**config.mk**
```make
export PLATFORM = sky130hd
export DESIGN_NAME = snf_cmd_flags
export DESIGN_NICKNAME = d
export VERILOG_FILES = /design/src/verilog/snf_cmd_flags.v
export VERILOG_INCLUDE_DIRS = /design/src /design/src/verilog
export SDC_FILE = /design/constraint.sdc
export NUM_CORES = 1
export LEC_CHECK = 0
export BUFFER_PORTS_ARGS = -buffer_cell sky130_fd_sc_hd__buf_2
export CAP_MARGIN = 10
export CORE_MARGIN = 2
export CORE_UTILIZATION = 54
export CTS_CLUSTER_DIAMETER = 30
export DETAILED_ROUTE_END_ITERATION = 12
export PLACE_DENSITY = 0.73
export SYNTH_ARGS = -nofsm -noshare
export SYNTH_HDL_FRONTEND = slang
export SYNTH_SLANG_ARGS = --single-unit
export TNS_END_PERCENT = 1
```
**constraint.sdc**
```tcl
create_clock -name ref_clk -period 9.4 [get_ports ref_clk]
set_clock_uncertainty 0.05 [all_clocks]
set_input_delay 1.88 -clock ref_clk [delete_from_list [all_inputs] [get_ports ref_clk]]
set_output_delay 1.88 -clock ref_clk [all_outputs]
set_load 0.1 [all_outputs]
```
**src/verilog/snf_regs.vh**
```
// snf_regs.vh: opcodes, flag bit positions, reset values and counts for
// the serial flash command decoder. Definitions only; no logic.
// assumes it is included by its bare name from the decoder module.
`ifndef SNF_REGS_VH
`define SNF_REGS_VH
// opcodes
`define SNF_OP_RDFLAG   8'h70
`define SNF_OP_CLRFLAG  8'h50
`define SNF_OP_RDSTAT   8'h05
`define SNF_OP_WRSTAT   8'h01
`define SNF_OP_RDEVC    8'h65
`define SNF_OP_WREVC    8'h61
`define SNF_OP_RDSEG    8'hc8
`define SNF_OP_WRSEG    8'hc5
`define SNF_OP_WREN     8'h06
`define SNF_OP_WRDI     8'h04
`define SNF_OP_ADR4_ON  8'hb7
`define SNF_OP_ADR4_OFF 8'he9
`define SNF_OP_SUSP     8'h75
`define SNF_OP_RESUME   8'h7a
`define SNF_OP_ID_A     8'h9e
`define SNF_OP_ID_B     8'h9f
`define SNF_OP_ID_MIO   8'haf
// operation flag bit positions
`define SNF_FL_READY    7
`define SNF_FL_ESUSP    6
`define SNF_FL_ERASE    5
`define SNF_FL_PROG     4
`define SNF_FL_SUPPLY   3
`define SNF_FL_PSUSP    2
`define SNF_FL_PROT     1
`define SNF_FL_ADR4     0
// reset values
`define SNF_RST_SUPPLY  1'b1
`define SNF_RST_EVC     8'hdf
`define SNF_RST_STAT    8'h00
`define SNF_RST_SEG     1'b0
// evc protocol select bits, active low, and the bit fixed low
`define SNF_EVC_QUAD    7
`define SNF_EVC_DUAL    6
`define SNF_EVC_FIXED0  5
// dummy clock defaults
`define SNF_DMY_DEF     4'h8
`define SNF_DMY_QUAD    4'ha
// byte limits
`define SNF_PROG_MAX    9'h100
`define SNF_ID_EXT_MAX  5'h14
`define SNF_ID_MIO_MAX  5'h03
`endif

```
**src/verilog/snf_cmd_flags.v**
```verilog
// snf_cmd_flags.v: serial flash command decoder and operation flags.
// assumes serial pins arrive unsynchronised; the array controller runs
// on ref_clk and reports busy, suspend and failure events to this block.
`timescale 1ns/100ps
`default_nettype none
`include "snf_regs.vh"
module snf_cmd_flags #(
  parameter [23:0] ID_BYTES = 24'h5a3c11  // arbitrary identity bytes
) (
  input  wire        ref_clk,
  input  wire        rst_n,
  input  wire        sclk,
  input  wire        cs_n,
  input  wire [3:0]  dq_in,
  output reg  [3:0]  dq_out_ff,
  output reg  [3:0]  dq_oe_ff,
  input  wire [3:0]  dummy_clks,
  input  wire        pe_busy,
  input  wire        erase_susp,
  input  wire        prog_susp,
  input  wire        evt_erase_fail,
  input  wire        evt_prog_fail,
  input  wire        evt_vpp_bad,
  input  wire        evt_prot_fail,
  input  wire [7:0]  arr_rdata,
  output reg         arr_rd_stb_ff,
  output reg         op_go_ff,
  output reg  [7:0]  op_code_ff,
  output reg  [31:0] op_addr_ff,
  output reg  [7:0]  prog_byte_ff,
  output reg         prog_stb_ff,
  output wire [7:0]  operation_flags
);
  // one-hot command phases
  localparam [5:0] ST_OPC = 6'h01;
  localparam [5:0] ST_ADR = 6'h02;
  localparam [5:0] ST_DMY = 6'h04;
  localparam [5:0] ST_OUT = 6'h08;
  localparam [5:0] ST_IN  = 6'h10;
  localparam [5:0] ST_IGN = 6'h20;
  // decode result fields
  localparam D_OK = 0;
  localparam D_ADR = 1;
  localparam D_DMY = 2;
  localparam D_OUT = 3;
  localparam D_WEL = 4;
  localparam D_A4 = 5;

  // lane code to bits per clock: 0 single, 1 dual, 2 quad
  function [3:0] lw;
    input [1:0] l;
    begin
      lw = (l == 2'd2) ? 4'd4 : (l == 2'd1) ? 4'd2 : 4'd1;
    end
  endfunction

  // shift incoming lanes into a byte, msb first
  function [7:0] sh_in;
    input [7:0] s;
    input [3:0] d;
    input [1:0] l;
    begin
      case (l)
        2'd1:    sh_in = {s[5:0], d[1:0]};
        2'd2:    sh_in = {s[3:0], d};
        default: sh_in = {s[6:0], d[0]};
      endcase
    end
  endfunction

  // wider of protocol lanes and command lanes
  function [1:0] lmax;
    input [1:0] a;
    input [1:0] b;
    begin
      lmax = (a > b) ? a : b;
    end
  endfunction

  // opcode decode: {addr lanes[10:9], data lanes[8:7], spare, a4, wel,
  // out, dmy, adr, ok}; lane codes as in lw, widened later by protocol
  function [10:0] dec;
    input [7:0] op;
    input [1:0] p;
    reg ex;
    reg du;
    reg qu;
    begin
      ex = (p == 2'd0);
      du = (p == 2'd1);
      qu = (p == 2'd2);
      dec = 11'h000;
      case (op)
        // flag read; status read; evc read; segment read
        8'h70, 8'h05, 8'h65, 8'hc8: dec = 11'h009;
        8'h50, 8'h06, 8'h04, 8'hb7, 8'he9, 8'h75, 8'h7a:
          dec = 11'h001;
        8'h01, 8'h61, 8'hc5: dec = 11'h011;
        8'h9e, 8'h9f: dec = {10'h004, ex};
        8'haf:        dec = {10'h004, ~ex};
        8'h03:        dec = {10'h005, ex};
        // fast reads; lanes widen with protocol
        8'h0b, 8'h0d: dec = 11'h00f;
        8'h3b, 8'h3d: dec = {10'h047, ex | du};
        8'hbb, 8'hbd: dec = {10'h147, ex | du};
        8'h6b, 8'h6d: dec = {10'h087, ex | qu};
        8'heb, 8'hed: dec = {10'h287, ex | qu};
        8'h13:        dec = 11'h02b;
        8'h0c:        dec = 11'h02f;
        8'h3c:        dec = {10'h057, ex | du};
        8'hbc:        dec = {10'h157, ex | du};
        8'h6c:        dec = {10'h097, ex | qu};
        8'hec:        dec = {10'h297, ex | qu};
        8'h02:        dec = 11'h013;
        8'ha2:        dec = {10'h049, ex | du};
        8'hd2:        dec = {10'h149, ex | du};
        8'h32:        dec = {10'h089, ex | qu};
        8'h34:        dec = {10'h099, ex | qu};
        8'h20:        dec = 11'h013;
        8'h21:        dec = 11'h033;
        default:      dec = 11'h000;
      endcase
    end
  endfunction

  // three-stage pin synchronisers: sclk, cs_n, dq
  reg  [5:0]  sy1_ff;             // first stage, read only by second
  reg  [5:0]  sy2_ff;             // second stage
  reg  [5:0]  sy3_ff;             // third stage
  reg  [5:0]  pin_ff;             // filtered pin levels
  reg         sclk_d_ff;          // previous filtered sclk
  reg         cs_d_ff;            // previous filtered cs_n
  // command state
  reg  [5:0]  st_ff;
  reg  [7:0]  sh_ff;              // opcode / data byte shifter
  reg  [7:0]  op_ff;              // latched opcode
  reg  [10:0] dec_ff;             // latched decode of op_ff
  reg  [5:0]  bit_ff;             // bits taken in this phase
  reg  [3:0]  dmy_ff;             // dummy clocks taken
  reg  [8:0]  nb_ff;              // data bytes in or out
  reg  [7:0]  wbyte_ff;           // first data byte of a write
  reg  [7:0]  osh_ff;             // output shifter
  reg  [3:0]  ocnt_ff;            // bits left in output shifter
  reg  [31:0] adr_ff;             // address shifter
  // registers kept here
  reg  [7:0]  evc_ff;             // enhanced volatile configuration
  reg  [7:0]  stat_ff;            // main status, upper bits
  reg         seg_ff;             // segment extension bit
  reg         wel_ff;             // write enable latch
  reg         adr4_ff;            // four-byte address mode
  reg         e_erase_ff;
  reg         e_prog_ff;
  reg         e_vpp_ff;
  reg         e_prot_ff;

  wire [5:0] pin_chg = sy2_ff ^ sy3_ff;      // stages disagree
  wire       sclk_f  = pin_ff[0];
  wire       cs_f    = pin_ff[1];
  wire [3:0] dq_f    = pin_ff[5:2];
  wire       rise    = sclk_f & ~sclk_d_ff & ~cs_f;
  wire       fall    = ~sclk_f & sclk_d_ff & ~cs_f;
  wire       desel   = cs_f & ~cs_d_ff;
  // protocol: 0 extended, 1 dual, 2 quad
  wire [1:0] proto = ~evc_ff[`SNF_EVC_QUAD] ? 2'd2 :
                     ~evc_ff[`SNF_EVC_DUAL] ? 2'd1 : 2'd0;
  wire [7:0]  sh_nxt = sh_in(sh_ff, dq_f, proto);
  wire [10:0] dec_nxt = dec(sh_nxt, proto);
  wire [1:0]  dln = lmax(proto, dec_ff[8:7]);  // data lanes
  wire [1:0]  aln = lmax(proto, dec_ff[10:9]); // address lanes
  wire [3:0]  dw = lw(dln);
  wire [3:0]  aw = lw(aln);
  wire        a4 = adr4_ff | dec_ff[D_A4];
  wire [5:0]  abits = a4 ? 6'd32 : 6'd24;
  // default dummy count, quad takes longer
  wire [3:0]  dmy_tgt = (dummy_clks != 4'h0) ? dummy_clks :
                        (proto == 2'd2) ? `SNF_DMY_QUAD : `SNF_DMY_DEF;
  wire        err_pend = e_erase_ff | e_prog_ff | e_prot_ff;
  wire [7:0]  din_nxt = sh_in(sh_ff, dq_f, dln);
  wire [5:0]  bit_in = bit_ff + {2'b00, dw};
  wire        is_prog = dec_ff[D_WEL] & dec_ff[D_ADR] &
                        (op_ff[7:4] != 4'h2);
  wire        is_pe = dec_ff[D_WEL] & dec_ff[D_ADR];
  wire        clr_cmd = desel & (st_ff == ST_IN) &
                        (op_ff == `SNF_OP_CLRFLAG);

  assign operation_flags = {~pe_busy, erase_susp, e_erase_ff, e_prog_ff,
                            e_vpp_ff, prog_susp, e_prot_ff, adr4_ff};

  // output byte selected at each byte boundary
  reg [7:0] obyte;
  always @* begin
    case (op_ff)
      `SNF_OP_RDFLAG: obyte = operation_flags;
      `SNF_OP_RDSTAT: obyte = {stat_ff[7:2], wel_ff, pe_busy};
      `SNF_OP_RDEVC:  obyte = evc_ff;
      `SNF_OP_RDSEG:  obyte = {7'h00, seg_ff};
      // id bytes, zeros beyond the table and the limit
      `SNF_OP_ID_A, `SNF_OP_ID_B, `SNF_OP_ID_MIO:
        obyte = (nb_ff == 9'd0) ? ID_BYTES[23:16] :
                (nb_ff == 9'd1) ? ID_BYTES[15:8]  :
                (nb_ff == 9'd2) ? ID_BYTES[7:0]   : 8'h00;
      default:        obyte = arr_rdata;
    endcase
  end

  // pin synchroniser and filter: a change counts once stages 2 and 3 agree
  always @(posedge ref_clk) begin
    if (!rst_n) begin
      sy1_ff    <= 6'h02;
      sy2_ff    <= 6'h02;
      sy3_ff    <= 6'h02;
      pin_ff    <= 6'h02;
      sclk_d_ff <= 1'b0;
      cs_d_ff   <= 1'b1;
    end else begin
      sy1_ff    <= {dq_in, cs_n, sclk};
      sy2_ff    <= sy1_ff;
      sy3_ff    <= sy2_ff;
      pin_ff    <= (sy3_ff & ~pin_chg) | (pin_ff & pin_chg);
      sclk_d_ff <= sclk_f;
      cs_d_ff   <= cs_f;
    end
  end

  // command phase sequencer, driven by sampled sclk edges
  always @(posedge ref_clk) begin
    if (!rst_n || cs_f) begin
      st_ff         <= ST_OPC;
      sh_ff         <= 8'h00;
      bit_ff        <= 6'd0;
      dmy_ff        <= 4'h0;
      nb_ff         <= 9'd0;
      ocnt_ff       <= 4'h0;
      osh_ff        <= 8'h00;
      dq_out_ff     <= 4'h0;
      dq_oe_ff      <= 4'h0;
      arr_rd_stb_ff <= 1'b0;
      prog_stb_ff   <= 1'b0;
      if (!rst_n) begin
        op_ff        <= 8'h00;
        dec_ff       <= 11'h000;
        adr_ff       <= 32'h0;
        wbyte_ff     <= 8'h00;
        prog_byte_ff <= 8'h00;
      end
    end else begin
      arr_rd_stb_ff <= 1'b0;
      prog_stb_ff   <= 1'b0;
      case (st_ff)
        // opcode arrives on the protocol's lanes
        ST_OPC: if (rise) begin
          sh_ff  <= sh_nxt;
          bit_ff <= bit_ff + {2'b00, lw(proto)};
          if (bit_ff + {2'b00, lw(proto)} == 6'd8) begin
            op_ff  <= sh_nxt;
            dec_ff <= dec_nxt;
            bit_ff <= 6'd0;
            if (!dec_nxt[D_OK])
              st_ff <= ST_IGN;
            else if (dec_nxt[D_ADR])
              st_ff <= ST_ADR;
            else if (dec_nxt[D_OUT])
              st_ff <= ST_OUT;
            else
              st_ff <= ST_IN;
          end
        end
        // address, three or four bytes
        ST_ADR: if (rise) begin
          case (aln)
            2'd1:    adr_ff <= {adr_ff[29:0], dq_f[1:0]};
            2'd2:    adr_ff <= {adr_ff[27:0], dq_f};
            default: adr_ff <= {adr_ff[30:0], dq_f[0]};
          endcase
          bit_ff <= bit_ff + {2'b00, aw};
          if (bit_ff + {2'b00, aw} == abits) begin
            bit_ff <= 6'd0;
            st_ff  <= dec_ff[D_DMY] ? ST_DMY :
                      dec_ff[D_OUT] ? ST_OUT : ST_IN;
          end
        end
        ST_DMY: if (rise) begin
          dmy_ff <= dmy_ff + 4'h1;
          if (dmy_ff + 4'h1 == dmy_tgt)
            st_ff <= ST_OUT;
        end
        ST_OUT: if (fall) begin
          dq_oe_ff <= (dln == 2'd2) ? 4'hf :
                      (dln == 2'd1) ? 4'h3 : 4'h2;
          if (ocnt_ff == 4'h0) begin
            osh_ff  <= obyte << dw;
            ocnt_ff <= 4'h8 - dw;
            nb_ff   <= (nb_ff == 9'h1ff) ? nb_ff : nb_ff + 9'd1;
            // register and id reads never touch the array
            arr_rd_stb_ff <= dec_ff[D_ADR] & ~dec_ff[D_WEL];
            case (dln)
              2'd1:    dq_out_ff <= {2'b00, obyte[7:6]};
              2'd2:    dq_out_ff <= obyte[7:4];
              default: dq_out_ff <= {2'b00, obyte[7], 1'b0};
            endcase
          end else begin
            osh_ff  <= osh_ff << dw;
            ocnt_ff <= ocnt_ff - dw;
            case (dln)
              2'd1:    dq_out_ff <= {2'b00, osh_ff[7:6]};
              2'd2:    dq_out_ff <= osh_ff[7:4];
              default: dq_out_ff <= {2'b00, osh_ff[7], 1'b0};
            endcase
          end
        end
        // data bytes in; program bytes forwarded when allowed
        ST_IN: if (rise) begin
          sh_ff  <= din_nxt;
          bit_ff <= bit_in;
          if (bit_in == 6'd8) begin
            bit_ff <= 6'd0;
            nb_ff  <= (nb_ff == 9'h1ff) ? nb_ff : nb_ff + 9'd1;
            if (nb_ff == 9'd0)
              wbyte_ff <= din_nxt;
            // up to 256 bytes, gated by latch and errors
            if (is_prog && nb_ff < `SNF_PROG_MAX && wel_ff && !err_pend) begin
              prog_byte_ff <= din_nxt;
              prog_stb_ff  <= 1'b1;
            end
          end
        end
        ST_IGN: st_ff <= ST_IGN;
        default: st_ff <= ST_OPC;
      endcase
    end
  end

  // register file and flags; commands act at deselect, error events set flags in any cycle
  always @(posedge ref_clk) begin
    if (!rst_n) begin
      evc_ff     <= `SNF_RST_EVC;
      stat_ff    <= `SNF_RST_STAT;
      seg_ff     <= `SNF_RST_SEG;
      wel_ff     <= 1'b0;
      adr4_ff    <= 1'b0;
      e_erase_ff <= 1'b0;
      e_prog_ff  <= 1'b0;
      e_vpp_ff   <= `SNF_RST_SUPPLY;
      e_prot_ff  <= 1'b0;
      op_go_ff   <= 1'b0;
      op_code_ff <= 8'h00;
      op_addr_ff <= 32'h0;
    end else begin
      op_go_ff <= 1'b0;
      // clear first so a same-cycle event still sets
      if (clr_cmd) begin
        e_erase_ff <= 1'b0;
        e_prog_ff  <= 1'b0;
        e_vpp_ff   <= 1'b0;
        e_prot_ff  <= 1'b0;
      end
      if (desel && st_ff == ST_IN) begin
        case (op_ff)
          `SNF_OP_WREN:     wel_ff <= 1'b1;
          `SNF_OP_WRDI:     wel_ff <= 1'b0;
          `SNF_OP_ADR4_ON:  adr4_ff <= 1'b1;
          `SNF_OP_ADR4_OFF: adr4_ff <= 1'b0;
          `SNF_OP_SUSP, `SNF_OP_RESUME: begin
            op_go_ff   <= 1'b1;
            op_code_ff <= op_ff;
          end
          // evc takes exactly one byte, bit 5 fixed low
          `SNF_OP_WREVC: if (wel_ff && nb_ff == 9'd1) begin
            evc_ff <= wbyte_ff & ~(8'h01 << `SNF_EVC_FIXED0);
            wel_ff <= 1'b0;
          end
          // status write, low two bits are live state
          `SNF_OP_WRSTAT: if (wel_ff && nb_ff != 9'd0) begin
            stat_ff <= {wbyte_ff[7:2], 2'b00};
            wel_ff  <= 1'b0;
          end
          // segment write keeps bit 0 only
          `SNF_OP_WRSEG: if (wel_ff && nb_ff != 9'd0) begin
            seg_ff <= wbyte_ff[0];
            wel_ff <= 1'b0;
          end
          default: if (is_pe && wel_ff) begin
            wel_ff <= 1'b0;
            // pending error turns command into protection error
            if (err_pend)
              e_prot_ff <= 1'b1;
            else if (!is_prog || nb_ff != 9'd0) begin
              op_go_ff   <= 1'b1;
              op_code_ff <= op_ff;
              op_addr_ff <= a4 ? adr_ff : {7'h00, seg_ff, adr_ff[23:0]};
            end
          end
        endcase
      end
      if (evt_erase_fail)
        e_erase_ff <= 1'b1;
      if (evt_prog_fail)
        e_prog_ff <= 1'b1;
      if (evt_vpp_bad)
        e_vpp_ff <= 1'b1;
      if (evt_prot_fail)
        e_prot_ff <= 1'b1;
    end
  end
endmodule
`default_nettype wire

```
==> results of run 1 <==
==> layout make-up <==
| class | instances | area (sq um) | share of cell area |
|---|---|---|---|
| clock buffer | 56 | 1260 | 0.0931 |
| clock inverter | 31 | 400 | 0.0296 |
| inverter | 36 | 135 | 0.00998 |
| multi-input combinational | 999 | 6080 | 0.449 |
| sequential | 205 | 4750 | 0.351 |
| tap | 275 | 344 | 0.0254 |
| timing repair buffer | 107 | 571 | 0.0421 |
==> stage by stage <==
step,worst slack (ns),cells
finish,3.24,1709
global route,2.88,1709
global placement,3.65,1622
detailed placement,3.38,1622
CTS,3.35,1709
floorplan,4.57,1350
==> worst register-to-register path, stage by stage (launching register included) <==
cell	delay, ns
dfxtp_1	0.86
nor2_1	0.31
inv_1	0.25
ha_1	0.29
nor2b_1	0.14
o21ai_0	0.15
o211ai_1	0.16
ha_1	1.00
ha_1	0.32
inv_1	0.06
fa_1	0.40
xnor2_1	0.17
nor4b_1	0.40
nand4_1	0.29
o21ai_0	0.95
==> metal layers <==
layer | up-vias | part of all wire | track usage
met2 | 484 | 0.46 | 0.433
met4 | 0 | 0.025 | 0.0958
met5 | - | 0 | 0
li1 | 5002 | - | -
met1 | 4980 | 0.44 | 0.381
met3 | 62 | 0.083 | 0.0604
==> synthesized netlist by cell type (7+ instances only) <==
| master | number |
|---|---|
| mux2i_1 | 36 |
| a211oi_1 | 19 |
| nand3_1 | 33 |
| nand3b_1 | 7 |
| nor3_1 | 32 |
| xor2_1 | 13 |
| buf_1 | 12 |
| o21ai_0 | 38 |
| buf_2 | 20 |
| clkbuf_1 | 63 |
| buf_4 | 10 |
| edfxtp_1 | 65 |
| dfxtp_1 | 140 |
| a22oi_1 | 44 |
| and2_1 | 22 |
| nor2_1 | 216 |
| a31oi_1 | 8 |
| a21oi_1 | 128 |
| nor2b_1 | 8 |
| o31ai_1 | 8 |
| or4_1 | 8 |
| nor4b_1 | 8 |
| nand2b_1 | 10 |
| xnor2_1 | 17 |
| inv_1 | 33 |
| a21o_1 | 12 |
| nand2_1 | 125 |
| nand4_1 | 18 |
| ha_1 | 30 |
| nor4_1 | 17 |
| and3_1 | 9 |
==> cells by family (layout without fill, tap and decap cells) <==
kind of cell	count (synthesis)	after routing	share of synthesized area
AOI/OAI and AO/OA	343	343	0.199
xor gates and xnor gates	30	30	0.0229
adders and majority gates	34	34	0.0397
buffers and inverters	146	230	0.0560
DFF	205	205	0.415
muxes	38	38	0.0344
and+or+nand+nor	554	554	0.233
==> registers in the layout, indices dropped and copies added, names as in the netlist, 6 cells and up, named ones only <==
name          cells
prog_byte_ff      8
nb_ff             9
adr_ff           32
osh_ff            8
op_code_ff        8
stat_ff           6
st_ff             6
evc_ff            7
bit_ff            6
sy2_ff            6
sy3_ff            6
sh_ff             7
op_addr_ff       32
wbyte_ff          8
op_ff             8
sy1_ff            6
dec_ff            9
==> path summary, 6_finish.rpt <==
kind              slack [ns]       from     endpoint
setup reg to reg        3.24  evc_ff[6]  wbyte_ff[6]
hold / removal          0.36  sy1_ff[1]    sy2_ff[1]
setup / recovery        3.24  evc_ff[6]  wbyte_ff[6]
hold reg to reg         0.36  sy1_ff[1]    sy2_ff[1]
==> where the power goes <==
part | switching (uW) | total (uW) | leakage [uW] | internal [uW]
Sequential | 14.3 | 943 | 0.00180 | 928
Clock | 540 | 1680 | 0.000794 | 1140
Combinational | 98.8 | 143 | 0.00250 | 44.1
==> cell usage in the layout (no fill, tap or decap), types with 12 or more instances in the layout <==
cell       netlist  layout
mux2i_1         36      36
buf_2           20      93
a211oi_1        19      19
xnor2_1         17      17
and2_1          22      22
buf_4           10      14
nand4_1         18      18
nor3_1          32      32
ha_1            30      30
nand3_1         33      33
dfxtp_1        140     140
nor4_1          17      16
nor2_1         216     216
nand2_1        125     125
inv_1           33      33
edfxtp_1        65      65
a21oi_1        128     128
o21ai_0         38      36
clkbuf_16        0      48
a22oi_1         44      44
xor2_1          13      13
a21o_1          12      12
==> results.sh, run 1 <==
export IMPL_io_pins=94
export IMPL_grt_pass1_vias=9769
export IMPL_start_util=0.547
export IMPL_port_buffers=93
export IMPL_hold_path_depth=1
export IMPL_clkSlewWorstSetupHoldPaths_ns=0.05
export IMPL_max_stage_delay_ns=1.00
export IMPL_finalInstanceArea_sq_mm=0.0135
export IMPL_routed_via_count=10500
export IMPL_holdBufCountCts=0
export IMPL_worstSetupEndpointType="flip-flop"
export IMPL_h_tree_depth=2
export IMPL_setup_violations_final=0
export IMPL_crit_buf_inv=2
export IMPL_ys_types=98
export IMPL_die_w_microns=150
export IMPL_final_core_util=0.646
export IMPL_hold_class="flip-flop to flip-flop"
export IMPL_cp_top_family="adder cells"
export IMPL_yosysTopAreaCell="dfxtp_1"
export IMPL_status="complete, no violations"
export IMPL_postCtsSetupBuffers=0
export IMPL_tightest_slew_ns=1.13
export IMPL_worst_endpoint_arrival_ns=6.27
export IMPL_hold_viol_final=0
export IMPL_netlist_top_cells_area="dfxtp_1, edfxtp_1, nor2_1"
export IMPL_placed_area_sq_mm=0.0119
export IMPL_synth_ff_type="dfxtp_1"
export IMPL_fin_crit_ns=6.16
export IMPL_dr_first_iter_drc_count=867
export IMPL_vdd_drop_max_mv=0.165
export IMPL_n_antenna_cell=0
export IMPL_wl_per_cell_microns=18.4
export IMPL_required_ns=9.51
export IMPL_relSlewSlack=0.242
export IMPL_maxCapViolCount=0
export IMPL_drt_wl_total_mm=31.5
export IMPL_clock_latency_ns=0.54
export IMPL_fmax_ghz=0.162
export IMPL_grt_usage=0.277
export IMPL_power_density_mw_per_mm2=204
export IMPL_reg2regPathDepth=14
export IMPL_total_power_uw=2760
export IMPL_final_nets=1457
export IMPL_cp_depth=14
export IMPL_ys_seq_area_frac=0.415
export IMPL_die_area_sq_mm=0.0224
export IMPL_cp_max_fo=31
export IMPL_first_pass_iters=6
export IMPL_netlist_area_sq_mm=0.0115
export IMPL_async_flop_share=0
export IMPL_synth_edf_count=65
export IMPL_grt_pass1_wl_mm=50.1
export IMPL_post_route_period_util=0.655
export IMPL_syn_area_per_cell_sq_um=8.49
export IMPL_p_leak_uw=0.00509
export IMPL_synth_seq_cells=205
export IMPL_rows=53
export IMPL_synthCells=1350
export IMPL_rsz0062_at_grt="no"
export IMPL_synth_top_cell_area_share=0.244
export IMPL_cts_sinks=205
export IMPL_syn2layout_area_growth_pct=18.1
export IMPL_cts_root_buf="clkbuf_16"
export IMPL_grt_max_degree=82
export IMPL_ctsLongestPathBuffers=3
export IMPL_layout_drive_gt1_share=0.151
export IMPL_cts_resized=0
export IMPL_cpMaxStageDelayCell="ha_1"
export IMPL_finalWeightedCongestion=0.951
export IMPL_whs_ns=0.358
export IMPL_tritoncts="yes"
export IMPL_setup_worst_path_class="flip-flop to flip-flop"
export IMPL_synth_warning_count=0
export IMPL_start_kind="flip-flop"
export IMPL_worstPathCellList="nor2_1, inv_1, ha_1, nor2b_1, o21ai_0, o211ai_1, ha_1, ha_1, inv_1, fa_1, xnor2_1, nor4b_1, nand4_1, o21ai_0"
export IMPL_antenna_found_initial=0
export IMPL_drc=0
export IMPL_fillers=1799
export IMPL_numCtsBuffers=47
export IMPL_fp_dieH_microns=150
export IMPL_ant_nets=0
export IMPL_path_common_cell="ha_1"
export IMPL_synth_nets=1411
export IMPL_gr_total_overflow=0
export IMPL_viasPerCell=6.16
export IMPL_slew_violations=0
export IMPL_core_sq_mm=0.0210
export IMPL_tns_ns=0
export IMPL_dp_hpwl_mm=21.2
No activity file was read; power rests on OpenSTA's default activity.
==> run 2, diff against run 1 <==
- ABC_AREA: not set -> 1
- PLACE_DENSITY: 0.73 -> 0.76
- clock period: 9.4 -> 5.55 ns (I/O delays scaled with it)
==> results.sh, run 2 <==
export IMPL_status="complete, no violations"
export IMPL_hold_viol_final=0
export IMPL_synth_top_cell_area_share=0.245
export IMPL_grt_usage=0.276
export IMPL_core_sq_mm=0.0209
export IMPL_synthCells=1513
export IMPL_synth_nets=1574
export IMPL_power_share_sequential=0.360
export IMPL_tns_ns=0
export IMPL_yosysTopAreaCell="dfxtp_1"
export IMPL_final_nets=1663
export IMPL_required_ns=5.65
export IMPL_slew_violations=0
export IMPL_post_route_period_util=0.859
export IMPL_viasPerCell=5.60
export IMPL_clock_latency_ns=0.53
export IMPL_routed_via_count=10700
export IMPL_die_area_sq_mm=0.0224
export IMPL_grt_max_degree=65
export IMPL_antenna_found_initial=0
export IMPL_yosys_top_cells_count="nand2_1, inv_1, nor2_1"
export IMPL_relSlewSlack=0.250
export IMPL_worst_endpoint_arrival_ns=4.86
export IMPL_first_pass_iters=5
export IMPL_ant_nets=0
export IMPL_rows=53
export IMPL_postCtsSetupBuffers=0
export IMPL_layout_commonest_cell="nand2_1"
export IMPL_dp_hpwl_mm=21.8
export IMPL_comb_power_share=0.050
export IMPL_synth_edf_count=65
export IMPL_grt_pass1_vias=9864
export IMPL_n_antenna_cell=0
export IMPL_holdBufCountCts=0
export IMPL_start_kind="flip-flop"
export IMPL_layout_drive_gt1_share=0.166
export IMPL_synth_warning_count=0
export IMPL_tritoncts="yes"
export IMPL_port_buffers=93
export IMPL_switching_share=0.237
export IMPL_ys_seq_area_frac=0.416
export IMPL_async_flop_share=0
export IMPL_setup_worst_path_class="flip-flop to flip-flop"
export IMPL_grt_pass1_wl_mm=49.7
export IMPL_netlist_top_cells_area="dfxtp_1, edfxtp_1, nand2_1"
export IMPL_cts_root_buf="clkbuf_16"
export IMPL_final_cell_mix="nand2_1, inv_1, nor2_1"
export IMPL_p_sw_uw=1050
export IMPL_rsz0062_at_grt="no"
export IMPL_fillers=1819
export IMPL_p_leak_uw=0.00599
export IMPL_drt_wl_total_mm=31.1
export IMPL_tightest_slew_ns=1.13
export IMPL_wl_per_cell_microns=16.2
export IMPL_setup_violations_final=0
export IMPL_ctsLongestPathBuffers=3
export IMPL_hold_class="flip-flop to flip-flop"
export IMPL_gr_total_overflow=0
export IMPL_syn_area_per_cell_sq_um=7.56
export IMPL_fmax_ghz=0.210
export IMPL_vdd_drop_max_mv=0.264
export IMPL_ys_types=59
export IMPL_fp_dieH_microns=150
export IMPL_numCtsBuffers=45
export IMPL_maxCapViolCount=0
export IMPL_clkPwrFrac=0.589
export IMPL_io_pins=94
export IMPL_start_util=0.548
export IMPL_synth_most_common_cell="nand2_1"
export IMPL_placed_area_sq_mm=0.0120
export IMPL_die_w_microns=150
export IMPL_dr_first_iter_drc_count=951
export IMPL_worstSetupEndpointType="flip-flop"
export IMPL_clkSlewWorstSetupHoldPaths_ns=0.05
export IMPL_internal_power_uw=3370
export IMPL_synth_ff_type="dfxtp_1"
export IMPL_synth_seq_cells=205
export IMPL_h_tree_depth=2
export IMPL_drc=0
export IMPL_cp_max_fo=10
export IMPL_finalWeightedCongestion=0.924
export IMPL_dp_slack_ns=0.897
export IMPL_postLayoutSetupSlackWorst_ns=0.784
export IMPL_power_density_mw_per_mm2=326
export IMPL_syn2layout_area_growth_pct=18.5
export IMPL_cts_sinks=205
export IMPL_netlist_area_sq_mm=0.0114
export IMPL_cts_resized=0
export IMPL_top_regs="adr_ff (32), op_addr_ff (32)"
export IMPL_fin_crit_ns=4.77
export IMPL_finalInstanceArea_sq_mm=0.0136
export IMPL_total_power_uw=4420
[run 2: final timing paths]
check,slack (ns),start,cells past startpoint,to
worst max-delay path,0.78,evc_ff[7],15,prog_byte_ff[6]
worst min-delay path,0.36,sy1_ff[5],2,sy2_ff[5]
worst max register to register,0.78,evc_ff[7],15,prog_byte_ff[6]
worst min register to register,0.36,sy1_ff[5],2,sy2_ff[5]
[run 2: per-layer routing]
metal  track usage  up-vias  share of wire
li1              -     5239              -
met2         0.447      460           0.47
met5             0        -              0
met3        0.0479       81          0.074
met4        0.0933        0          0.026
met1         0.376     4928           0.43
[run 2: final cells by class]
cell class / instances / area, sq um / area share
Multi-Input combinational cell: 1035 / 5590 / 0.412
Sequential cell: 205 / 4750 / 0.351
Clock buffer: 60 / 1300 / 0.0956
Inverter: 208 / 783 / 0.0577
Timing Repair Buffer: 107 / 571 / 0.0421
Tap cell: 275 / 344 / 0.0254
Clock inverter: 23 / 224 / 0.0165
[run 2: cell families (layout without fill, tap and decap cells)]
kind of cell / count (synthesis) / after routing / synth area share
compound gates: 322 / 322 / 0.165
xor+xnor: 21 / 21 / 0.0161
fa+ha+maj: 34 / 34 / 0.0398
buf+inv: 273 / 398 / 0.0965
flops: 205 / 205 / 0.416
simple gates: 658 / 658 / 0.267
[run 2: power groups by stage]
stage | logic (uW) | registers (uW) | clock network [uW]
global placement | 213 | 1620 | 0
finish | 222 | 1590 | 2610
CTS | 219 | 1590 | 2630
global route | 241 | 1600 | 2710
floorplan | 151 | 1630 | 0
detailed placement | 216 | 1620 | 0
[run 2: worst max-delay path, stage by stage (launching register included)]
cell and delay, ns:
dfxtp_1 0.44, inv_2 0.16, ha_1 0.32, inv_1 0.07
nor2_1 0.04, o21ai_0 0.19, o21a_1 0.21, ha_1 0.45
clkinv_1 0.45, fa_1 0.57, o21ai_1 0.18, xor2_1 0.15
inv_1 0.07, nor3_1 0.19, a31oi_1 0.14, a21oi_1 0.71
[run 2: metrics by stage]
stage,cells,util,hold WS [ns]
finish,1913,0.649,0.356
global route,1913,0.649,0.385
CTS,1913,0.649,0.360
detailed placement,1830,0.577,0.350
global placement,1830,0.577,0.343
floorplan,1513,-,0.340
==> run 3, diff against run 2 <==
- CTS_BUF_LIST: not set -> sky130_fd_sc_hd__clkbuf_4
==> results.sh, run 3 (synthesized netlist as in run 2, its figures left out) <==
export IMPL_final_nets=1672
export IMPL_rr_endpoint="prog_byte_ff[6]"
export IMPL_max_stage_delay_ns=0.71
export IMPL_final_cell_mix="nand2_1, inv_1, nor2_1"
export IMPL_crit_buf_inv=2
export IMPL_clkSlewWorstSetupHoldPaths_ns=0.07
export IMPL_grt_max_degree=65
export IMPL_tritoncts="yes"
export IMPL_maxCapViolCount=0
export IMPL_cts_root_buf="clkbuf_4"
export IMPL_hold_end="sy2_ff[5]"
export IMPL_hold_class="flip-flop to flip-flop"
export IMPL_numCtsBuffers=54
export IMPL_antenna_found_initial=1
export IMPL_worstSetupEndpointType="flip-flop"
export IMPL_fp_dieH_microns=150
export IMPL_setup_violations_final=0
export IMPL_required_ns=5.78
export IMPL_rsz0062_at_grt="no"
export IMPL_grt_pass1_vias=9833
export IMPL_worstPathCellList="nand2_1, ha_1, nand2_1, o21ai_0, nand2_1, o21a_1, ha_1, clkinv_1, fa_1, o21ai_1, xor2_1, inv_1, nor3_1, a31oi_1, a21oi_1"
export IMPL_status="complete, no violations"
export IMPL_reg2reg_slack_ns=0.82
export IMPL_reg2regPathDepth=15
export IMPL_cp_depth=15
export IMPL_dr_first_iter_drc_count=916
export IMPL_hold_viol_final=0
export IMPL_slew_violations=0
export IMPL_drt_wl_total_mm=30.5
export IMPL_port_buffers=93
export IMPL_cpMaxStageDelayCell="a21oi_1"
export IMPL_worst_endpoint_arrival_ns=4.96
export IMPL_wl_per_cell_microns=15.8
export IMPL_vdd_drop_max_mv=0.236
export IMPL_dp_hpwl_mm=21.8
export IMPL_layout_commonest_cell="nand2_1"
export IMPL_relSlewSlack=0.232
export IMPL_r2r_start="evc_ff[7]"
export IMPL_postCtsSetupBuffers=0
export IMPL_p_leak_uw=0.00564
export IMPL_post_route_period_util=0.853
export IMPL_tightest_slew_ns=1.15
export IMPL_final_core_util=0.609
export IMPL_cp_max_fo=10
export IMPL_clock_latency_ns=0.68
export IMPL_setup_worst_path_class="flip-flop to flip-flop"
export IMPL_hp_start="sy1_ff[5]"
export IMPL_hold_path_depth=2
export IMPL_cp_top_family="adder cells"
export IMPL_finalWeightedCongestion=0.924
export IMPL_layout_drive_gt1_share=0.171
export IMPL_power_density_mw_per_mm2=244
export IMPL_ant_nets=0
export IMPL_core_sq_mm=0.0209
export IMPL_cts_sinks=205
export IMPL_cp_startpoint="evc_ff[7]"
export IMPL_routed_via_count=10800
export IMPL_start_kind="flip-flop"
export IMPL_cts_resized=0
export IMPL_gr_total_overflow=0
export IMPL_h_tree_depth=2
export IMPL_drc=0
export IMPL_viasPerCell=5.57
export IMPL_grt_pass1_wl_mm=49.3
export IMPL_tns_ns=0
export IMPL_holdBufCountCts=0
export IMPL_io_pins=94
export IMPL_first_pass_iters=10
export IMPL_die_w_microns=150
export IMPL_rows=53
export IMPL_top_regs="adr_ff (32), op_addr_ff (32)"
export IMPL_grt_usage=0.273
export IMPL_ctsLongestPathBuffers=3
export IMPL_path_common_cell="nand2_1"
export IMPL_die_area_sq_mm=0.0224
export IMPL_fmax_ghz=0.211
export IMPL_fin_crit_ns=4.73
export IMPL_start_util=0.548
export IMPL_syn2layout_area_growth_pct=11.2
==> run 3: cell count changes in the layout (fill, tap and decap cells not counted), sizes merged <==
cell	before	now
clkbuf	60	80
bufinv	2	0
diode	0	1
clkinv	14	19
inv	214	206
==> run 3: worst min-delay path, cell delays in order (launching register included) <==
cell     delay (ns)
dfxtp_1        0.31
nand2_1        0.05
inv_1          0.04
==> run 3: per-layer routing <==
metal  GRT usage  share of wire  wire [microns]  up-vias
li1            -              -               -     5281
met2       0.436           0.46           13900      471
met1       0.377           0.44           13500     4919
met4      0.0890          0.027             826        0
met3      0.0451          0.074            2250       81
met5           0              0               0        -
==> run 3: power by group <==
part	switching [uW]	internal [uW]
Sequential	20.4	1570
Combinational	163	56.0
Clock	632	662
==> run 3: how the worst max path moves through the flow <==
stage	endpoint
finish	prog_byte_ff[6]
detailed placement	prog_byte_ff[1]
floorplan	prog_byte_ff[0]
global placement	prog_byte_ff[1]
global route	prog_byte_ff[6]
CTS	prog_byte_ff[6]
==> run 3: layout make-up <==
cell class,instances,area (sq um)
Antenna cell,1,2.50
Clock buffer,80,601
Clock inverter,18,80.1
Fill cell,1969,8160
Inverter,208,783
Multi-Input combinational cell,1035,5590
Sequential cell,205,4750
Tap cell,275,344
Timing Repair Buffer,107,571
==> run 3: metrics by stage <==
stage | hold WS [ns] | worst slack (ns) | total power (uW) | cells | instance area [sq um]
after floorplan | 0.340 | 1.48 | 1780 | 1513 | 11400
after global placement | 0.343 | 1.03 | 1830 | 1830 | 12000
after detailed placement | 0.350 | 0.897 | 1840 | 1830 | 12000
after CTS | 0.334 | 0.855 | 3130 | 1928 | 12700
after global routing | 0.337 | 0.442 | 3240 | 1929 | 12700
final | 0.328 | 0.817 | 3100 | 1929 | 12700
